[src/i2cms_defs.svh]
/*
 * Register offsets, field positions, reset values and timing counts for the
 * two-wire serial controller. Included by every design file of the block except the package.
 */
`ifndef I2CMS_DEFS_SVH
`define I2CMS_DEFS_SVH

`define I2CMS_ADR_SETUP   8'hD2
`define I2CMS_ADR_CTRL    8'hD8
`define I2CMS_ADR_STATUS  8'hD9
`define I2CMS_ADR_DATA    8'hDA
`define I2CMS_ADR_OWN     8'hDB

`define I2CMS_RST_SETUP   8'h00
`define I2CMS_RST_CTRL    8'h00
`define I2CMS_RST_DATA    8'h00
`define I2CMS_RST_OWN     8'h00

`define I2CMS_CTL_CR_HI   7
`define I2CMS_CTL_EN      6
`define I2CMS_CTL_START   5
`define I2CMS_CTL_STOP    4
`define I2CMS_CTL_ADDR    3
`define I2CMS_CTL_ACK     2
`define I2CMS_CTL_CR_MID  1
`define I2CMS_CTL_CR_LO   0

`define I2CMS_OWN_GC_EN   0
`define I2CMS_SETUP_EN    7
`define I2CMS_GC_ADDR     7'h00

`define I2CMS_HALF_DIV0   9'h008
`define I2CMS_HALF_DIV1   9'h00C
`define I2CMS_HALF_DIV2   9'h00F
`define I2CMS_HALF_DIV3   9'h01E
`define I2CMS_HALF_DIV4   9'h03C
`define I2CMS_HALF_DIV5   9'h078
`define I2CMS_HALF_DIV6   9'h0F0
`define I2CMS_HALF_DIV7   9'h1E0

`endif

[src/i2cms_pkg.sv]
/*
 * Types shared by the two-wire serial controller: the register access
 * request, the status layout and the master sequencer states.
 */
package i2cms_pkg;

  typedef struct packed {
    logic [7:0] addr;
    logic       wr;
    logic       rd;
    logic [7:0] wdata;
  } i2cms_sfr_req_t;

  typedef struct packed {
    logic general_call_flag;
    logic stop_flag;
    logic irq_flag;
    logic tx_flag;
    logic bus_busy_flag;
    logic arbitration_lost_flag;
    logic nack_seen_flag;
    logic slave_role_flag;
  } i2cms_status_t;

  typedef enum logic [4:0] {
    I2CMS_M_IDLE   = 5'b00001,
    I2CMS_M_START  = 5'b00010,
    I2CMS_M_RUN    = 5'b00100,
    I2CMS_M_RSTART = 5'b01000,
    I2CMS_M_STOP   = 5'b10000
  } i2cms_mst_t;

endpackage

[src/i2cms_clkdiv.sv]
/*
 * Half-period tick generator for the master serial clock.
 * Assumes run drops whenever the sequencer must not advance.
 */
`timescale 1ns/10ps
`default_nettype none
`include "i2cms_defs.svh"

module i2cms_clkdiv (
  input  wire logic       clk,
  input  wire logic       resetn,
  input  wire logic       run,
  input  wire logic [2:0] rate_sel,
  output logic            tick
);

  logic [8:0] cnt;
  wire  [8:0] half;

  // Half of the oscillator divisor per rate code
  assign half = (rate_sel == 3'h0) ? `I2CMS_HALF_DIV0 :
                (rate_sel == 3'h1) ? `I2CMS_HALF_DIV1 :
                (rate_sel == 3'h2) ? `I2CMS_HALF_DIV2 :
                (rate_sel == 3'h3) ? `I2CMS_HALF_DIV3 :
                (rate_sel == 3'h4) ? `I2CMS_HALF_DIV4 :
                (rate_sel == 3'h5) ? `I2CMS_HALF_DIV5 :
                (rate_sel == 3'h6) ? `I2CMS_HALF_DIV6 : `I2CMS_HALF_DIV7;

  assign tick = run & (cnt == half - 9'h001);

  always_ff @(posedge clk or negedge resetn) begin
    if (!resetn) begin
      cnt <= 9'h000;
    end else if (!run || tick) begin
      cnt <= 9'h000;
    end else begin
      cnt <= cnt + 9'h001;
    end
  end

endmodule
`default_nettype wire

[src/i2cms_cond_detect.sv]
/*
 * START and STOP recognition with a programmable hold filter.
 * Assumes the bus lines are already synchronous to clk.
 */
`timescale 1ns/10ps
`default_nettype none
`include "i2cms_defs.svh"

module i2cms_cond_detect (
  input  wire logic       clk,
  input  wire logic       resetn,
  input  wire logic       scl,
  input  wire logic       sda,
  input  wire logic [7:0] setup,
  output logic            start_det,
  output logic            stop_det
);

  logic       samp;
  logic       sda_q;
  logic       arm;
  logic       kind;
  logic [7:0] cnt;

  // Sample strobe at half the clock rate
  wire       edge_s   = samp & scl & sda_q & ~sda;
  wire       edge_p   = samp & scl & ~sda_q & sda;
  wire       edge_any = edge_s | edge_p;
  wire       kind_now = edge_any ? edge_p : kind;
  wire       hold_ok  = samp & arm & scl & (sda == kind);
  wire [7:0] need     = setup[`I2CMS_SETUP_EN] ? ({1'b0, setup[6:0]} + 8'h01) : 8'h01;
  wire [7:0] next_cnt = edge_any ? 8'h01 : cnt + 8'h01;
  wire       hit      = (edge_any | hold_ok) & (next_cnt == need);

  always_ff @(posedge clk or negedge resetn) begin
    if (!resetn) begin
      samp      <= 1'b0;
      sda_q     <= 1'b1;
      arm       <= 1'b0;
      kind      <= 1'b0;
      cnt       <= 8'h00;
      start_det <= 1'b0;
      stop_det  <= 1'b0;
    end else begin
      samp      <= ~samp;
      start_det <= hit & ~kind_now;
      stop_det  <= hit & kind_now;
      if (samp) begin
        sda_q <= sda;
        arm   <= (edge_any | hold_ok) & ~hit;
        kind  <= kind_now;
        cnt   <= next_cnt;
      end
    end
  end

endmodule
`default_nettype wire

[src/i2cms_core.sv]
/*
 * Two-wire serial controller: master and slave, transmitter and receiver,
 * reached through special function registers on the CPU side.
 * Assumes open-drain pads outside, bus inputs synchronous to clk.
 */
// Functional notes
// - Master clock divisor from three rate bits
// - Status register ignores all writes
// - Status value distinguishes each bus situation
// - Own address with ack enable raises irq
// - General call raises irq when enabled and ack enable is set
// - Master irq after every byte, even a lost data byte
// - Addressed slave irq after every data byte
// - Stop while addressed raises stop irq
// - Shift register moves MSB first
// - Status bit order gc down to slave
// - Stop flag set on bus STOP
// - Busy flag while another master holds bus
// - Lost flag on master arbitration loss
// - Nack flag follows receiver acknowledge bit
// - Transmitter and slave flags track role
// - Reading status clears interrupt flag
// - Slave answers only own address or enabled general call
// - Hold filter register resets to zero
// - Hold sample count is field plus one
// - Disabled controller releases both lines
// - Ack driven low only when enabled
// - Start request issues START, STOP clears stop
`timescale 1ns/10ps
`default_nettype none
`include "i2cms_defs.svh"

module i2cms_core (
  input  wire logic                     clk,
  input  wire logic                     resetn,
  input  wire i2cms_pkg::i2cms_sfr_req_t sfr_req,
  output logic [7:0]                    sfr_rdata,
  output logic                          irq,
  input  wire logic                     scl_in,
  output logic                          scl_out,
  output logic                          scl_oe_n,
  input  wire logic                     sda_in,
  output logic                          sda_out,
  output logic                          sda_oe_n
);

  logic [7:0]            serial_control;
  logic [7:0]            own_slave_address;
  logic [7:0]            hold_time_detect_setup;
  logic [7:0]            serial_data_shift;
  i2cms_pkg::i2cms_status_t st;
  i2cms_pkg::i2cms_mst_t mst;
  i2cms_pkg::i2cms_mst_t next_mst;
  logic [1:0]            phase;
  logic [1:0]            next_phase;
  logic                  mst_sda_low;
  logic                  next_mst_sda_low;
  logic                  mst_scl_low;
  logic                  next_mst_scl_low;
  logic                  scl_q;
  logic                  in_frame;
  logic                  engaged;
  logic                  addr_phase;
  logic                  addressed;
  logic                  hold;
  logic                  out_bit;
  logic [3:0]            bit_cnt;
  logic                  tick;
  logic                  start_det;
  logic                  stop_det;

  // Register access decode
  wire wr_ctrl  = sfr_req.wr & (sfr_req.addr == `I2CMS_ADR_CTRL);
  wire wr_data  = sfr_req.wr & (sfr_req.addr == `I2CMS_ADR_DATA);
  wire wr_own   = sfr_req.wr & (sfr_req.addr == `I2CMS_ADR_OWN);
  wire wr_setup = sfr_req.wr & (sfr_req.addr == `I2CMS_ADR_SETUP);
  wire rd_stat  = sfr_req.rd & (sfr_req.addr == `I2CMS_ADR_STATUS);

  wire       iface_enable = serial_control[`I2CMS_CTL_EN];
  wire       ack_enable   = serial_control[`I2CMS_CTL_ACK];
  wire       start_request = serial_control[`I2CMS_CTL_START];
  wire       stop_request = serial_control[`I2CMS_CTL_STOP];
  wire [2:0] rate_sel     = {serial_control[`I2CMS_CTL_CR_HI],
                             serial_control[`I2CMS_CTL_CR_MID],
                             serial_control[`I2CMS_CTL_CR_LO]};

  // Bus edges and byte progress
  wire scl_rise   = iface_enable & scl_in & ~scl_q;
  wire scl_fall   = iface_enable & ~scl_in & scl_q;
  wire active     = in_frame & engaged;
  wire data_bit   = bit_cnt < 4'h8;
  wire ack_bit    = bit_cnt == 4'h8;
  wire master     = (mst != i2cms_pkg::I2CMS_M_IDLE);
  wire lost_now   = active & scl_rise & data_bit & (mst == i2cms_pkg::I2CMS_M_RUN) &
                    st.tx_flag & out_bit & ~sda_in;
  wire byte_done  = active & scl_fall & ack_bit;

  // Address recognition on the eighth falling edge
  wire own_match  = serial_data_shift[7:1] == own_slave_address[7:1];
  wire gc_match   = (serial_data_shift[7:1] == `I2CMS_GC_ADDR) &
                    own_slave_address[`I2CMS_OWN_GC_EN];
  wire addr_done  = active & scl_fall & (bit_cnt == 4'h7) & addr_phase & ~master;
  wire slave_hit  = addr_done & (own_match | gc_match);

  // Interrupt causes; a stop while addressed is the stop class
  wire ack_int    = byte_done & ((addr_phase & addressed & ack_enable) |
                                 (master | (~addr_phase & st.arbitration_lost_flag)) |
                                 (~addr_phase & addressed));
  wire stop_int   = stop_det & addressed;
  wire irq_set    = ack_int | stop_int;
  wire release_hold = hold & (wr_data | (wr_ctrl & ~(master & |sfr_req.wdata[5:4])));

  // Acknowledge drive and data drive
  wire ack_cond   = addr_phase ? (addressed & ack_enable & ~master)
                               : (~st.tx_flag & ack_enable);
  wire eng_sda_low = active & ((data_bit & st.tx_flag & ~out_bit) | (ack_bit & ack_cond));
  wire seq_owns   = (mst == i2cms_pkg::I2CMS_M_START) | (mst == i2cms_pkg::I2CMS_M_RSTART) |
                    (mst == i2cms_pkg::I2CMS_M_STOP);
  wire sda_low    = iface_enable & (seq_owns ? mst_sda_low : eng_sda_low);
  wire scl_low    = iface_enable & (hold | (master & mst_scl_low));

  // Released clock held low elsewhere stalls the divider
  wire stretch    = master & ~mst_scl_low & ~scl_in;
  wire div_run    = master & ~hold & ~stretch;

  // Open-drain pads: drive low only, release when disabled
  assign scl_out  = 1'b0;
  assign sda_out  = 1'b0;
  assign scl_oe_n = ~scl_low;
  assign sda_oe_n = ~sda_low;
  assign irq      = st.irq_flag;

  // Status read view and unmapped reads answer zero
  wire [7:0] rd_mux = (sfr_req.addr == `I2CMS_ADR_STATUS) ? st :
                      (sfr_req.addr == `I2CMS_ADR_CTRL)   ? serial_control :
                      (sfr_req.addr == `I2CMS_ADR_DATA)   ? serial_data_shift :
                      (sfr_req.addr == `I2CMS_ADR_OWN)    ? own_slave_address :
                      (sfr_req.addr == `I2CMS_ADR_SETUP)  ? hold_time_detect_setup : 8'h00;

  i2cms_clkdiv u_div (
    .clk      (clk),
    .resetn   (resetn),
    .run      (div_run),
    .rate_sel (rate_sel),
    .tick     (tick)
  );

  i2cms_cond_detect u_det (
    .clk       (clk),
    .resetn    (resetn),
    .scl       (scl_in),
    .sda       (sda_in),
    .setup     (hold_time_detect_setup),
    .start_det (start_det),
    .stop_det  (stop_det)
  );

  // Master sequencer
  always_comb begin
    next_mst         = mst;
    next_phase       = phase;
    next_mst_sda_low = mst_sda_low;
    next_mst_scl_low = mst_scl_low;
    case (mst)
      i2cms_pkg::I2CMS_M_IDLE: begin
        next_mst_sda_low = 1'b0;
        next_mst_scl_low = 1'b0;
        // START only on a free bus
        if (start_request && !in_frame && scl_in && sda_in) begin
          next_mst         = i2cms_pkg::I2CMS_M_START;
          next_mst_sda_low = 1'b1;
        end
      end
      i2cms_pkg::I2CMS_M_START: begin
        if (tick) begin
          next_mst         = i2cms_pkg::I2CMS_M_RUN;
          next_mst_scl_low = 1'b1;
        end
      end
      i2cms_pkg::I2CMS_M_RUN: begin
        if (lost_now) begin
          next_mst = i2cms_pkg::I2CMS_M_IDLE;
        end else if (hold && start_request) begin
          next_mst         = i2cms_pkg::I2CMS_M_RSTART;
          next_phase       = 2'h0;
          next_mst_sda_low = 1'b0;
          next_mst_scl_low = 1'b1;
        end else if (hold && stop_request) begin
          next_mst         = i2cms_pkg::I2CMS_M_STOP;
          next_phase       = 2'h0;
          next_mst_sda_low = 1'b1;
          next_mst_scl_low = 1'b1;
        end else if (tick) begin
          next_mst_scl_low = ~mst_scl_low;
        end
      end
      i2cms_pkg::I2CMS_M_RSTART: begin
        if (tick && phase == 2'h0) begin
          next_phase       = 2'h1;
          next_mst_scl_low = 1'b0;
        end else if (tick) begin
          next_mst         = i2cms_pkg::I2CMS_M_START;
          next_mst_sda_low = 1'b1;
        end
      end
      i2cms_pkg::I2CMS_M_STOP: begin
        if (tick && phase == 2'h0) begin
          next_phase       = 2'h1;
          next_mst_scl_low = 1'b0;
        end else if (tick && phase == 2'h1) begin
          next_phase       = 2'h2;
          next_mst_sda_low = 1'b0;
        end else if (phase == 2'h2 && stop_det) begin
          next_mst = i2cms_pkg::I2CMS_M_IDLE;
        end
      end
      default: begin
        next_mst = i2cms_pkg::I2CMS_M_IDLE;
      end
    endcase
    if (!iface_enable) begin
      next_mst = i2cms_pkg::I2CMS_M_IDLE;
    end
  end

  always_ff @(posedge clk or negedge resetn) begin
    if (!resetn) begin
      mst         <= i2cms_pkg::I2CMS_M_IDLE;
      phase       <= 2'h0;
      mst_sda_low <= 1'b0;
      mst_scl_low <= 1'b0;
      scl_q       <= 1'b1;
      sfr_rdata   <= 8'h00;
    end else begin
      mst         <= next_mst;
      phase       <= next_phase;
      mst_sda_low <= next_mst_sda_low;
      mst_scl_low <= next_mst_scl_low;
      scl_q       <= scl_in;
      if (sfr_req.rd) begin
        sfr_rdata <= rd_mux;
      end
    end
  end

  // Software registers; hardware set or clear of control bits
  always_ff @(posedge clk or negedge resetn) begin
    if (!resetn) begin
      serial_control         <= `I2CMS_RST_CTRL;
      own_slave_address      <= `I2CMS_RST_OWN;
      hold_time_detect_setup <= `I2CMS_RST_SETUP;
    end else begin
      if (wr_ctrl) begin
        serial_control <= sfr_req.wdata;
      end else begin
        if (stop_det) begin
          serial_control[`I2CMS_CTL_STOP] <= 1'b0;
        end
        if (mst == i2cms_pkg::I2CMS_M_START && tick) begin
          serial_control[`I2CMS_CTL_START] <= 1'b0;
        end
      end
      // Address flag set wins over a software clear
      if (slave_hit) begin
        serial_control[`I2CMS_CTL_ADDR] <= 1'b1;
      end
      if (wr_own) begin
        own_slave_address <= sfr_req.wdata;
      end
      if (wr_setup) begin
        hold_time_detect_setup <= sfr_req.wdata;
      end
    end
  end

  // Shift register and outgoing bit
  always_ff @(posedge clk or negedge resetn) begin
    if (!resetn) begin
      serial_data_shift <= `I2CMS_RST_DATA;
      out_bit           <= 1'b1;
    end else if (active && scl_rise && data_bit) begin
      serial_data_shift <= {serial_data_shift[6:0], sda_in};
    end else if (wr_data) begin
      serial_data_shift <= sfr_req.wdata;
      out_bit           <= sfr_req.wdata[7];
    end else if (active && scl_fall && bit_cnt < 4'h7) begin
      // Next bit changes only while the clock is low
      out_bit <= serial_data_shift[7];
    end
  end

  // Frame tracking and byte engine
  always_ff @(posedge clk or negedge resetn) begin
    if (!resetn) begin
      in_frame   <= 1'b0;
      engaged    <= 1'b0;
      addr_phase <= 1'b0;
      addressed  <= 1'b0;
      hold       <= 1'b0;
      bit_cnt    <= 4'h0;
    end else if (!iface_enable) begin
      in_frame   <= 1'b0;
      engaged    <= 1'b0;
      addressed  <= 1'b0;
      hold       <= 1'b0;
    end else if (stop_det) begin
      in_frame   <= 1'b0;
      engaged    <= 1'b0;
      addressed  <= 1'b0;
      hold       <= 1'b0;
    end else if (start_det) begin
      in_frame   <= 1'b1;
      engaged    <= 1'b1;
      addr_phase <= 1'b1;
      addressed  <= 1'b0;
      hold       <= 1'b0;
      bit_cnt    <= 4'hF;
    end else begin
      if (scl_fall && active) begin
        bit_cnt <= ack_bit ? 4'h0 : bit_cnt + 4'h1;
      end
      if (addr_done) begin
        addressed <= own_match | gc_match;
        engaged   <= own_match | gc_match;
      end
      if (byte_done) begin
        addr_phase <= 1'b0;
        engaged    <= master | addressed;
        // Clock held low until software answers the byte
        hold       <= ack_int;
      end else if (release_hold || (hold && (start_request || stop_request) && master)) begin
        hold <= 1'b0;
      end
    end
  end

  // Status flags
  always_ff @(posedge clk or negedge resetn) begin
    if (!resetn) begin
      st <= '0;
    end else begin
      // Read clears, a simultaneous event still sets
      if (irq_set) begin
        st.irq_flag <= 1'b1;
      end else if (rd_stat) begin
        st.irq_flag <= 1'b0;
      end
      if (stop_det) begin
        st.stop_flag <= 1'b1;
      end else if (rd_stat) begin
        st.stop_flag <= 1'b0;
      end
      if (start_det) begin
        st.general_call_flag <= 1'b0;
      end else if (addr_done) begin
        st.general_call_flag <= gc_match & ~own_match;
      end
      if (lost_now) begin
        st.arbitration_lost_flag <= 1'b1;
      end else if (mst == i2cms_pkg::I2CMS_M_START) begin
        st.arbitration_lost_flag <= 1'b0;
      end
      if (active && scl_rise && ack_bit && st.tx_flag) begin
        st.nack_seen_flag <= sda_in;
      end
      // Live role flags follow the bus on the next clock
      st.bus_busy_flag <= iface_enable & in_frame & ~master & ~stop_det;
      st.slave_role_flag <= iface_enable & ((addressed & ~stop_det & ~start_det) |
                                            slave_hit);
      if (!iface_enable || stop_det || lost_now) begin
        st.tx_flag <= 1'b0;
      end else if (start_det) begin
        st.tx_flag <= master;
      end else if (master && byte_done && addr_phase) begin
        st.tx_flag <= ~serial_data_shift[0];
      end else if (addr_done) begin
        st.tx_flag <= (own_match | gc_match) & serial_data_shift[0];
      end
    end
  end

endmodule
`default_nettype wire

[config.mk]
export PLATFORM = sky130hd
export DESIGN_NAME = i2cms_core
export DESIGN_NICKNAME = d
export VERILOG_FILES = /design/src/i2cms_pkg.sv /design/src/i2cms_clkdiv.sv /design/src/i2cms_cond_detect.sv /design/src/i2cms_core.sv
export VERILOG_INCLUDE_DIRS = /design/src
export SDC_FILE = /design/constraint.sdc
export NUM_CORES = 1
export LEC_CHECK = 0
export BUFFER_PORTS_ARGS = -buffer_cell sky130_fd_sc_hd__buf_2
export CORE_ASPECT_RATIO = 1.75
export CORE_MARGIN = 8
export CORE_UTILIZATION = 40
export DETAILED_ROUTE_END_ITERATION = 12
export GPL_TIMING_DRIVEN = 0
export PLACE_DENSITY = 0.67
export SLEW_MARGIN = 20
export SYNTH_ARGS = -nofsm -noshare
export SYNTH_HDL_FRONTEND = slang
export SYNTH_SLANG_ARGS = --single-unit
[constraint.sdc]
create_clock -name clk -period 5.4 [get_ports clk]
set_clock_uncertainty 0.2 [all_clocks]
set_input_delay 0.54 -clock clk [delete_from_list [all_inputs] [get_ports clk]]
set_output_delay 0.54 -clock clk [all_outputs]
set_load 0.02 [all_outputs]
==> results of run 1 <==
## layout make-up
| cell class | instances | area, um2 |
|---|---|---|
| fillers | 1344 | 7450 |
| multi-input cells | 490 | 3108 |
| flip-flops and latches | 91 | 2282 |
| clock buffers | 10 | 229.0 |
| well taps | 177 | 221.5 |
| repair buffers | 32 | 193.9 |
| plain buffers | 32 | 141.4 |
| inverters | 19 | 71.32 |
| clock inverters | 6 | 67.56 |
## flip-flops by register name (all words and copies together) (netlist names), 4 cells and up
name,count
bit_cnt,4
u_det.cnt,8
u_div.cnt,9
sfr_rdata,8
serial_control,8
serial_data_shift,8
st,7
mst,5
hold_time_detect_setup,8
own_slave_address,8
## repair_timing
action	CTS	global route
hold buffers	1	0
endpoints found under the hold margin	21	0
setup endpoints to repair	0	0
## power by group through the flow
stage | Sequential (mW) | Clock [mW] | Combinational (mW)
floorplan | 0.762 | 0 | 0.163
global placement | 0.770 | 0 | 0.228
detailed placement | 0.774 | 0 | 0.241
CTS | 0.761 | 0.642 | 0.242
global route | 0.766 | 0.663 | 0.271
finish | 0.763 | 0.631 | 0.243
## worst max path at each step
stage	from	to	cells after the start	slack (ps)
floorplan	serial_control[7]$_DFFE_PN0P_	mst[3]$_DFFE_PN0P_	10	2500
global placement	serial_control[7]$_DFFE_PN0P_	mst[0]$_DFFE_PN1P_	11	2220
detailed placement	serial_control[7]$_DFFE_PN0P_	mst[0]$_DFFE_PN1P_	11	2140
CTS	serial_control[7]$_DFFE_PN0P_	mst[0]$_DFFE_PN1P_	11	2110
global route	serial_control[7]$_DFFE_PN0P_	mst[0]$_DFFE_PN1P_	11	1910
finish	serial_control[7]$_DFFE_PN0P_	mst[0]$_DFFE_PN1P_	11	2090
## Yosys cell counts (all sizes together), types with 4 or more instances
cell type  instances  area share, %
nor2              59            4.0
or3                9            1.0
mux2i             17            3.0
a22oi              5           0.67
nand3b             7           0.94
nand3             27            2.5
o2bb2ai            4           0.63
clkbuf            23            1.5
xor2              16            2.5
o2111ai            4           0.74
nor2b              7           0.78
dfstp              4            1.9
nand2             62            4.2
o31ai              4           0.78
nor3              17            1.6
a221oi             5           0.78
buf                9           0.98
nand4             12            1.3
or4                4           0.54
o211ai             6           0.80
dfrtp             87             39
inv               19            1.3
a21oi             30            2.7
nor4               7            1.0
a31oi              8           0.89
xnor2             12            1.9
mux2              24            4.8
and3               7           0.78
ha                 6            1.3
o21a               4           0.54
o21ai             64            5.7
nand2b            15            1.7
## cells by family after synthesis
kind of cell / count (synthesis)
simple gates: 251
xor+xnor: 28
mux: 41
flops: 91
compound gates: 162
buf+inv: 51
fa+ha+maj: 6
other cells: 1
## layer usage
layer | vias up | GRT usage [%]
li1 | 2376 | -
met1 | 2456 | 17.98
met2 | 153 | 33.76
met3 | 57 | 2.470
met4 | 0 | 12.81
met5 | - | 0
## worst register-to-register path: stages (launching register included)
cell and delay (ps):
sky130_fd_sc_hd__dfrtp_1 410, sky130_fd_sc_hd__buf_2 190, sky130_fd_sc_hd__or3_1 380, sky130_fd_sc_hd__nand2_1 70
sky130_fd_sc_hd__ha_1 260, sky130_fd_sc_hd__or3b_1 360, sky130_fd_sc_hd__o21ai_1 100, sky130_fd_sc_hd__a21oi_1 80
sky130_fd_sc_hd__o22ai_2 230, sky130_fd_sc_hd__nand3_2 200, sky130_fd_sc_hd__a211o_1 430, sky130_fd_sc_hd__o211ai_1 290
==> impl_summary.log, run 1 <==
[metrics] setup violators final: 0
[metrics] Int Pwr: 1.175 mW
[metrics] adder-cell share of the synthesized area: 1.341%
[metrics] endpoint of the lowest-slack register-to-register path: mst[0]$_DFFE_PN1P_
[metrics] Crit. End Element: register
[metrics] WHS Endpoint: scl_q$_DFF_PN1_
[metrics] critical path fanouts, max: 10
[metrics] leading cell types in the layout, fill and taps excluded: sky130_fd_sc_hd__dfrtp_1, sky130_fd_sc_hd__nand2_1, sky130_fd_sc_hd__nor2_1, sky130_fd_sc_hd__o21ai_0, sky130_fd_sc_hd__buf_2
[metrics] worst hold path cell count: 1
[metrics] detailed-route vias per instance: 5.883
[metrics] launching point of the worst reg2reg path: serial_control[7]$_DFFE_PN0P_
[metrics] Max IR drop VDD: between 200 and 250 uV
[metrics] uppermost routed layer: met4
[metrics] number of clock buffers inserted by TritonCTS: 9
[metrics] total global routing overflow: 0
[metrics] Mapped Cells: between 600 and 700
[metrics] Worst Max-Slew Pin Slew: ~1200 ps
[metrics] worst min-delay path category: in2reg
[metrics] final hold vios: 0
[metrics] first-pass GRT wire length: 26.74 mm
[metrics] series of cell instances along the critical path: buf_2, or3_1, nand2_1, ha_1, or3b_1, o21ai_1, a21oi_1, o22ai_2, nand3_2, a211o_1, o211ai_1
[metrics] R2R depth: 11
[metrics] summed negative setup slack over all endpoints: 0 ps
[metrics] Slew HR: a little under a quarter
[metrics] global placer's final weighted congestion: 0.9144
[metrics] instance count after placement with tap cells included: 840
[metrics] H-tree lvl count: 3
[metrics] final std cell area, no fill: roughly 6300 um2
[metrics] cell area power density: 259.2 nW/um2
[metrics] portion of the post-synthesis area used by sequential elements: 40.76%
[metrics] worst-case hold slack: 176.0 ps
[metrics] unrepaired setup endpoints after global routing: no
[metrics] compound-gate portion of the synthesized area: 18.95%
[metrics] Boundary Pins: 35
[metrics] dominant combinational cell family by area after synthesis: simple AND/OR/NAND/NOR gates
[metrics] number of nets in the finished design: 703
[metrics] postcts setup bufs: 0
[metrics] Final Instance Count excl. Fillers: 857
[metrics] commonest register cell after synthesis: sky130_fd_sc_hd__dfrtp_1
[metrics] share of flip-flops with an asynchronous set or reset: 100.0%
[metrics] number of max-cap violations: 0
[metrics] Iteration-0 DRC Markers: between 300 and 400
[metrics] initial antenna violation count: 0
[metrics] sum of routed wire length over all layers: 16.36 mm
[metrics] amount of wire on met3 after detailed routing: between 500 and 600 um
[metrics] status: finished clean
[metrics] die width: approximately 110 um
[metrics] later-pin clock latency in the skew report: 350 ps
[metrics] share of post-route cells with drive strength above 1: approximately 14%
[metrics] post-synthesis to final-layout area growth: 12.78%
[metrics] fraction of power spent switching nets: approximately 28%
[metrics] net load switching power: 0.4614 mW
[metrics] minimum clock period after layout: 3308 ps
[metrics] synthesized-area fraction occupied by xor and xnor cells: 4.380%
[metrics] number of unique standard cell types used by synthesis: 73
[metrics] synthesized cell area: 5599 um2
[metrics] number of optimization iterations in the first detailed-route pass: 4
[metrics] Critical-path top delay cell: sky130_fd_sc_hd__a211o_1
[metrics] pin count of the biggest net entering global routing: a little under 70
[metrics] Gate power share: 14.9%
[metrics] #FFs+latches synth: 91
[metrics] detailed-route via count: 5,042
[metrics] Hold Crit Start: scl_in
[metrics] sequential fraction of design power: 46.6%
[metrics] mux share of post-synthesis cell area: between 7 and 8%
[metrics] Max Fclk: 302.3 MHz
[metrics] worst setup path category: reg2reg
[metrics] number of rows in the core area: 57
[metrics] CP peak stage delay: approximately 430 ps
[metrics] count of instances resized after the clock tree is built: 0
[metrics] Placeable Area: 13,760 um2
[metrics] arrival time of data at the critical path endpoint: 3350 ps
[metrics] floorplan die area: 18,190 um2
[metrics] number of input and output port buffers inserted: 30
[metrics] most common cell after layout, fill and taps aside: sky130_fd_sc_hd__dfrtp_1
[metrics] number of max-slew violations in the final report: 0
[metrics] category of the worst setup path launch point: register
[metrics] static leakage: between 2 and 3 nW
[metrics] via count of the first global-routing pass: just over 5,000
[metrics] worst-case register-to-register setup slack: 2090 ps
[metrics] number of enable flip-flop cells after synthesis: 0
[metrics] height of the die: ~170 um
[metrics] final worst slack: 2092 ps
[metrics] Max clock buf depth: 2
[metrics] effective utilization at floorplan: 40.68%
[metrics] synthesized-area fraction occupied by and/or/nand/nor cells: 22.84%
[metrics] placement-stage cell area: 6008 um2
[metrics] average wire length per cell after detail routing: 19.09 um
[metrics] antenna viol nets, final: 0
[metrics] pre-CTS worst setup slack: about 2100 ps
[metrics] post-synthesis area per instance: 8.873 um2
[metrics] number of DRC violations after detailed routing: 0
[metrics] total track usage: 18.25%
[metrics] combined buffer and inverter count along the critical path: 1
[metrics] routed length on met2: 8.949 mm
[metrics] Data required, critical path: 5440 ps
[metrics] overall power of the completed layout: 1.637 mW
[metrics] Clk Tree Root Cell: sky130_fd_sc_hd__clkbuf_16
[metrics] total number of yosys warnings: 0
[metrics] fraction of power consumed by the clock network: slightly below 40%
[metrics] routed metal-1 wire length: a little under 6 mm
[metrics] hpwl dp: 12.60 mm
[metrics] final period utilization: 61.25%
[metrics] Sinks on Clock Net: 91
[metrics] antenna cell count: 0
[metrics] CTS tree: yes
[metrics] post-layout utilization of the core: 45.88%
[metrics] family with the most delay on the worst path: compound AO/OA/AOI/OAI gates
[metrics] clock slew at the register clock pins of the worst setup and hold paths: 70 ps
(Power assumes the default switching activity.)
==> run 2: changes to the inputs <==
clock period = 3.2 ns   (was 5.4 ns; I/O delays follow)
==> impl_summary.log, run 2 (synthesized netlist as in run 1, its figures left out) <==
[metrics] status: finished clean
[metrics] critical path fanouts, max: 10
[metrics] CP peak stage delay: 410 ps
[metrics] static leakage: 2.695 nW
[metrics] endpoint of the lowest-slack register-to-register path: mst[0]$_DFFE_PN1P_
[metrics] minimum clock period after layout: ~3100 ps
[metrics] setup violators final: 0
[metrics] Register Area: 2282 um2
[metrics] number of clock buffers inserted by TritonCTS: 9
[metrics] CTS tree: yes
[metrics] share of post-route cells with drive strength above 1: between 10% and 20%
[metrics] Max Fclk: between 300 and 400 MHz
[metrics] most common cell after layout, fill and taps aside: sky130_fd_sc_hd__dfrtp_1
[metrics] series of cell instances along the critical path: buf_4, or3_1, nand2_2, ha_4, or3b_1, o21ai_1, a21oi_1, o22ai_2, nand3_4, a211o_4, o211ai_1
[metrics] via count of the first global-routing pass: 5,166
[metrics] final hold vios: 0
[metrics] die width: 105.4 um
[metrics] Placeable Area: 13,760 um2
[metrics] first-pass GRT wire length: 26.74 mm
[metrics] number of nets in the finished design: 710
[metrics] placement-stage cell area: approximately 6000 um2
[metrics] Max IR drop VDD: about 350 uV
[metrics] clock slew at the register clock pins of the worst setup and hold paths: ~70 ps
[metrics] sum of routed wire length over all layers: 16.50 mm
[metrics] total global routing overflow: 0
[metrics] average wire length per cell after detail routing: 19.09 um
[metrics] cell area power density: 434.3 nW/um2
[metrics] category of the worst setup path launch point: register
[metrics] WHS Endpoint: own_slave_address[5]$_DFFE_PN0P_
[metrics] Slew HR: 22.50%
[metrics] leading cell types in the layout, fill and taps excluded: sky130_fd_sc_hd__dfrtp_1, sky130_fd_sc_hd__nand2_1, sky130_fd_sc_hd__nor2_1, sky130_fd_sc_hd__o21ai_0, sky130_fd_sc_hd__buf_2
[metrics] worst setup path category: reg2reg
[metrics] floorplan die area: 18,190 um2
[metrics] Worst Max-Slew Pin Slew: roughly 1200 ps
[metrics] Sinks on Clock Net: 91
[metrics] summed negative setup slack over all endpoints: 0 ps
[metrics] worst min-delay path category: in2reg
[metrics] total track usage: ~18%
[metrics] hpwl dp: about 13 mm
[metrics] Boundary Pins: 35
[metrics] effective utilization at floorplan: between 40% and 50%
[metrics] pin count of the biggest net entering global routing: between 60 and 70
[metrics] initial antenna violation count: 0
[metrics] number of rows in the core area: 57
[metrics] detailed-route via count: 5,155
[metrics] number of optimization iterations in the first detailed-route pass: 7
[metrics] antenna cell count: 0
[metrics] worst-case register-to-register setup slack: 100 ps
[metrics] R2R depth: 11
[metrics] number of DRC violations after detailed routing: 0
[metrics] fill count: 1,325
[metrics] antenna viol nets, final: 0
[metrics] Max clock buf depth: 2
[metrics] height of the die: 172.5 um
[metrics] Data required, critical path: 3240 ps
[metrics] launching point of the worst reg2reg path: serial_control[7]$_DFFE_PN0P_
[metrics] number of input and output port buffers inserted: 30
[metrics] detailed-route vias per instance: just under 6
[metrics] final std cell area, no fill: approximately 6400 um2
[metrics] post-synthesis to final-layout area growth: 14.50%
[metrics] later-pin clock latency in the skew report: 350 ps
[metrics] register with the highest flop count: u_div.cnt
[metrics] Crit. End Element: register
[metrics] worst hold path cell count: 2
[metrics] arrival time of data at the critical path endpoint: 3140 ps
[metrics] H-tree lvl count: 3
[metrics] final period utilization: 96.93%
[metrics] Critical-path top delay cell: sky130_fd_sc_hd__dfrtp_1
[metrics] number of max-cap violations: 0
[metrics] area taken by multi-input logic gates: 3147 um2
[metrics] number of flip-flops under the largest register name: 9
[metrics] Clk Tree Root Cell: sky130_fd_sc_hd__clkbuf_16
[metrics] number of max-slew violations in the final report: 0
[metrics] Hold Crit Start: sfr_req[5]
[metrics] global placer's final weighted congestion: 0.9144
[metrics] Iteration-0 DRC Markers: 319
==> run 2: power by group <==
group | switching [mW] | total, mW | internal (mW)
clock network | 0.456 | 1.06 | 0.607
logic | 0.251 | 0.434 | 0.183
registers | 0.0784 | 1.29 | 1.21
total | 0.786 | 2.78 | 2.00
==> run 2: worst max-delay path by stage <==
stage,from,to,slack [ps]
final,serial_control[7]$_DFFE_PN0P_,mst[0]$_DFFE_PN1P_,100
after global routing,serial_control[7]$_DFFE_PN0P_,mst[0]$_DFFE_PN1P_,-3
after CTS,serial_control[7]$_DFFE_PN0P_,mst[0]$_DFFE_PN1P_,3
after detailed placement,serial_control[7]$_DFFE_PN0P_,mst[0]$_DFFE_PN1P_,-60
after global placement,serial_control[7]$_DFFE_PN0P_,mst[0]$_DFFE_PN1P_,20
after floorplan,serial_control[7]$_DFFE_PN0P_,mst[3]$_DFFE_PN0P_,300
==> run 2: per-stage QoR <==
step                total power [mW]  instances  hold slack (ps)  worst slack, ps  util (%)
detailed placement             1.713        840           -4.386           -63.88     43.65
finish                         2.785        864            57.53            98.17     46.58
global placement               1.686        839            261.4            22.76     43.41
CTS                            2.779        858            49.64            2.897     45.97
floorplan                      1.561        632           -175.6            301.6         -
global route                   2.892        864            65.00           -3.047     46.58
==> run 2: metal layers <==
metal | share of wire, % | vias to the layer above | track usage (%)
met2 | 54 | 195 | 33.84
met1 | 35 | 2500 | 17.93
met5 | 0 | - | 0
met3 | 4.2 | 69 | 2.433
met4 | 6.5 | 0 | 12.81
li1 | - | 2391 | -
==> run 2: timing repair <==
item / CTS / global route
buffers inserted: 0 / 6
hold buffers: 2 / 0
pin swaps: 3 / 6
endpoints found under the hold margin: 91 / 0
setup endpoints to repair: 2 / 5
resized for setup: 1 / 7
==> run 2: cell type report <==
| class | count | share of cell area [%] |
|---|---|---|
| Inverter | 19 | 1.112 |
| Clock buffer | 10 | 3.571 |
| Timing Repair Buffer | 39 | 3.884 |
| Buffer | 32 | 2.244 |
| Sequential cell | 91 | 35.60 |
| Tap cell | 177 | 3.454 |
| Clock inverter | 6 | 1.054 |
| Multi-Input combinational cell | 490 | 49.08 |
==> run 2: worst max-delay path, delay by kind of cell (launching register included) <==
family / cells / cell delay (ps)
adders and majority gates: 1 / 160
AOI/OAI and AO/OA: 5 / 1090
and+or+nand+nor: 4 / 960
buffers and inverters: 1 / 180
DFF: 1 / 410
==> run 3: changes to the inputs <==
ABC_AREA = 1   (was unset)
PLACE_DENSITY = 0.68   (was 0.67)
==> impl_summary.log, run 3 <==
[metrics] H-tree lvl count: 3
[metrics] final std cell area, no fill: between 6000 and 7000 um2
[metrics] Slew HR: 63.62%
[metrics] unrepaired setup endpoints after global routing: no
[metrics] number of flip-flops under the largest register name: 9
[metrics] Area contributors post-synth: sky130_fd_sc_hd__dfrtp_1, sky130_fd_sc_hd__nand2_1, sky130_fd_sc_hd__inv_1, sky130_fd_sc_hd__o21ai_0, sky130_fd_sc_hd__nor2_1
[metrics] number of clock buffers inserted by TritonCTS: 9
[metrics] postcts setup bufs: 0
[metrics] die width: 104.1 um
[metrics] share of flip-flops with an asynchronous set or reset: 100.0%
[metrics] number of max-cap violations: 0
[metrics] share of post-route cells with drive strength above 1: 12.29%
[metrics] post-synthesis area per instance: 7.370 um2
[metrics] worst setup path category: reg2out
[metrics] final hold vios: 0
[metrics] placement-stage cell area: 5847 um2
[metrics] Iteration-0 DRC Markers: 324
[metrics] number of max-slew violations in the final report: 0
[metrics] global placer's final weighted congestion: 0.9102
[metrics] Data required, critical path: 2680 ps
[metrics] #FFs+latches synth: 91
[metrics] Max Fclk: roughly 360 MHz
[metrics] total track usage: approximately 18%
[metrics] initial antenna violation count: 0
[metrics] category of the worst setup path launch point: register
[metrics] uppermost routed layer: met4
[metrics] leading cell types in the layout, fill and taps excluded: sky130_fd_sc_hd__nand2_1, sky130_fd_sc_hd__inv_1, sky130_fd_sc_hd__dfrtp_1, sky130_fd_sc_hd__nor2_1, sky130_fd_sc_hd__o21ai_0
[metrics] library cell occupying the most area in the post-synthesis netlist: sky130_fd_sc_hd__dfrtp_1
[metrics] effective utilization at floorplan: 40.80%
[metrics] Worst Max-Slew Pin Slew: roughly 550 ps
[metrics] pin count of the biggest net entering global routing: 70
[metrics] number of input and output port buffers inserted: 32
[metrics] Boundary Pins: 35
[metrics] critical path fanouts, max: 8
[metrics] Mapped Cells: roughly 740
[metrics] Max clock buf depth: 2
[metrics] total global routing overflow: 0
[metrics] overall power of the completed layout: 3.350 mW
[metrics] sum of routed wire length over all layers: 15.07 mm
[metrics] first-pass GRT wire length: 24.71 mm
[metrics] routed length on met2: slightly above 8 mm
[metrics] setup violators final: 0
[metrics] total number of yosys warnings: 0
[metrics] Clk Tree Root Cell: sky130_fd_sc_hd__clkbuf_16
[metrics] clock slew at the register clock pins of the worst setup and hold paths: about 70 ps
[metrics] number of nets in the finished design: 812
[metrics] minimum clock period after layout: roughly 2800 ps
[metrics] cell area power density: 542.8 nW/um2
[metrics] summed negative setup slack over all endpoints: 0 ps
[metrics] portion of the post-synthesis area used by sequential elements: a little over two fifths
[metrics] static leakage: 3.065 nW
[metrics] height of the die: 170.2 um
[metrics] Placeable Area: 13,310 um2
[metrics] most common cell after layout, fill and taps aside: sky130_fd_sc_hd__nand2_1
[metrics] arrival time of data at the critical path endpoint: 2250 ps
[metrics] antenna viol nets, final: 0
[metrics] register with the highest flop count: u_div.cnt
[metrics] via count of the first global-routing pass: 5,076
[metrics] average wire length per cell after detail routing: about 16 um
[metrics] Synth top cells by count: sky130_fd_sc_hd__nand2_1, sky130_fd_sc_hd__inv_1, sky130_fd_sc_hd__dfrtp_1
[metrics] worst-case hold slack: 44.50 ps
[metrics] floorplan die area: roughly 18,000 um2
[metrics] synthesized cell area: 5431 um2
[metrics] later-pin clock latency in the skew report: ~350 ps
[metrics] share of the synthesized area in the top cell type: between 40% and 50%
[metrics] number of rows in the core area: 56
[metrics] detailed-route via count: 5,019
[metrics] antenna cell count: 0
[metrics] Max IR drop VDD: approximately 240 uV
[metrics] detailed-route vias per instance: 5.212
[metrics] final period utilization: 86.59%
[metrics] number of optimization iterations in the first detailed-route pass: 5
[metrics] Sinks on Clock Net: just over 90
[metrics] amount of wire on met3 after detailed routing: 524 um
[metrics] number of enable flip-flop cells after synthesis: 0
[metrics] commonest register cell after synthesis: sky130_fd_sc_hd__dfrtp_1
[metrics] routed metal-1 wire length: 5.488 mm
[metrics] CTS tree: yes
[metrics] hpwl dp: roughly 12 mm
[metrics] number of DRC violations after detailed routing: 0
[metrics] post-synthesis to final-layout area growth: 13.61%
[metrics] most frequent cell after synthesis: sky130_fd_sc_hd__nand2_1
[metrics] number of unique standard cell types used by synthesis: 48
[metrics] status: finished clean
[metrics] Crit. End Element: output pin
[metrics] worst min-delay path category: in2reg
## run 3: changes by cell type after synthesis, moves of 9 or more
cell                       before  now
sky130_fd_sc_hd__nand2_1       62  186
sky130_fd_sc_hd__o21ai_0       54   64
sky130_fd_sc_hd__mux2i_1       17    2
sky130_fd_sc_hd__nand3_1       26   47
sky130_fd_sc_hd__xor2_1        16    6
sky130_fd_sc_hd__mux2_2        22    3
sky130_fd_sc_hd__or3_1          9    0
sky130_fd_sc_hd__clkbuf_1      23    3
sky130_fd_sc_hd__nand2b_1      15    1
sky130_fd_sc_hd__inv_1         18  104
## run 3: kinds of logic after synthesis
kind of cell	after synthesis	share of synthesized area [%]
compound gates	137	14.37
other cells	1	0.06904
simple gates	357	29.42
xor+xnor	16	2.580
flops	91	42.02
fa+ha+maj	6	1.382
mux	5	0.9905
buf+inv	124	9.168
## run 3: layer usage
metal  GRT usage (%)  vias up
met5               0        -
met3           3.332       42
met1           16.49     2338
met4           11.46        0
li1                -     2508
met2           34.05      131
## run 3: what timing repair did
action                                 4_1_cts  5_1_grt
endpoints found under the hold margin       90        0
hold buffers                                 2        0
gates resized for setup                      0        0
## run 3: through the flow
| stage | setup WS (ps) | cells | utilization, % |
|---|---|---|---|
| 3_5_place_dp | 475.7 | 945 | 43.92 |
| 3_3_place_gp | 522.3 | 944 | 43.67 |
| 4_1_cts | 436.5 | 963 | 46.35 |
| 2_1_floorplan | 838.9 | 738 | - |
| 6_report | 429.2 | 963 | 46.35 |
| 5_1_grt | 128.4 | 963 | 46.35 |
## run 3: final cells by class
class | count | area, um2
Buffer | 14 | 85.08
Clock buffer | 10 | 239.0
Clock inverter | 6 | 65.06
Fill cell | 1389 | 7142
Inverter | 110 | 412.9
Multi-Input combinational cell | 523 | 2655
Sequential cell | 91 | 2282
Tap cell | 174 | 217.7
Timing Repair Buffer | 35 | 214.0
## run 3: report_power, final
| part | switching, mW | internal (mW) |
|---|---|---|
| Combinational | 0.599 | 0.293 |
| Sequential | 0.0917 | 1.27 |
| Clock | 0.475 | 0.626 |
| Total | 1.17 | 2.18 |
## run 3: final timing paths
kind	depth (start not counted)	slack [ps]	end	start
worst min register to register	2	280	sfr_rdata[0]$_DFFE_PN0P_	sfr_rdata[0]$_DFFE_PN0P_
max in group asynchronous	3	1930	u_det.sda_q$_DFFE_PN1P_	resetn
worst max register to register	16	440	mst[2]$_DFFE_PN0P_	serial_control[0]$_DFFE_PN0P_
worst max-delay path	9	430	sda_oe_n	mst[3]$_DFFE_PN0P_
min in group asynchronous	2	190	u_div.cnt[2]$_DFF_PN0_	resetn
worst min-delay path	3	40	u_det.sda_q$_DFFE_PN1P_	sda_in
## run 3: worst max-delay path, stage by stage, from the launching register on
cell and delay (ps):
sky130_fd_sc_hd__dfrtp_1 440, sky130_fd_sc_hd__nor2_1 240, sky130_fd_sc_hd__nand4_2 280, sky130_fd_sc_hd__nor3_1 230
sky130_fd_sc_hd__o21ai_0 120, sky130_fd_sc_hd__o32ai_1 170, sky130_fd_sc_hd__nand3b_1 130, sky130_fd_sc_hd__nand2_1 70
sky130_fd_sc_hd__nand2_1 50, sky130_fd_sc_hd__buf_2 160
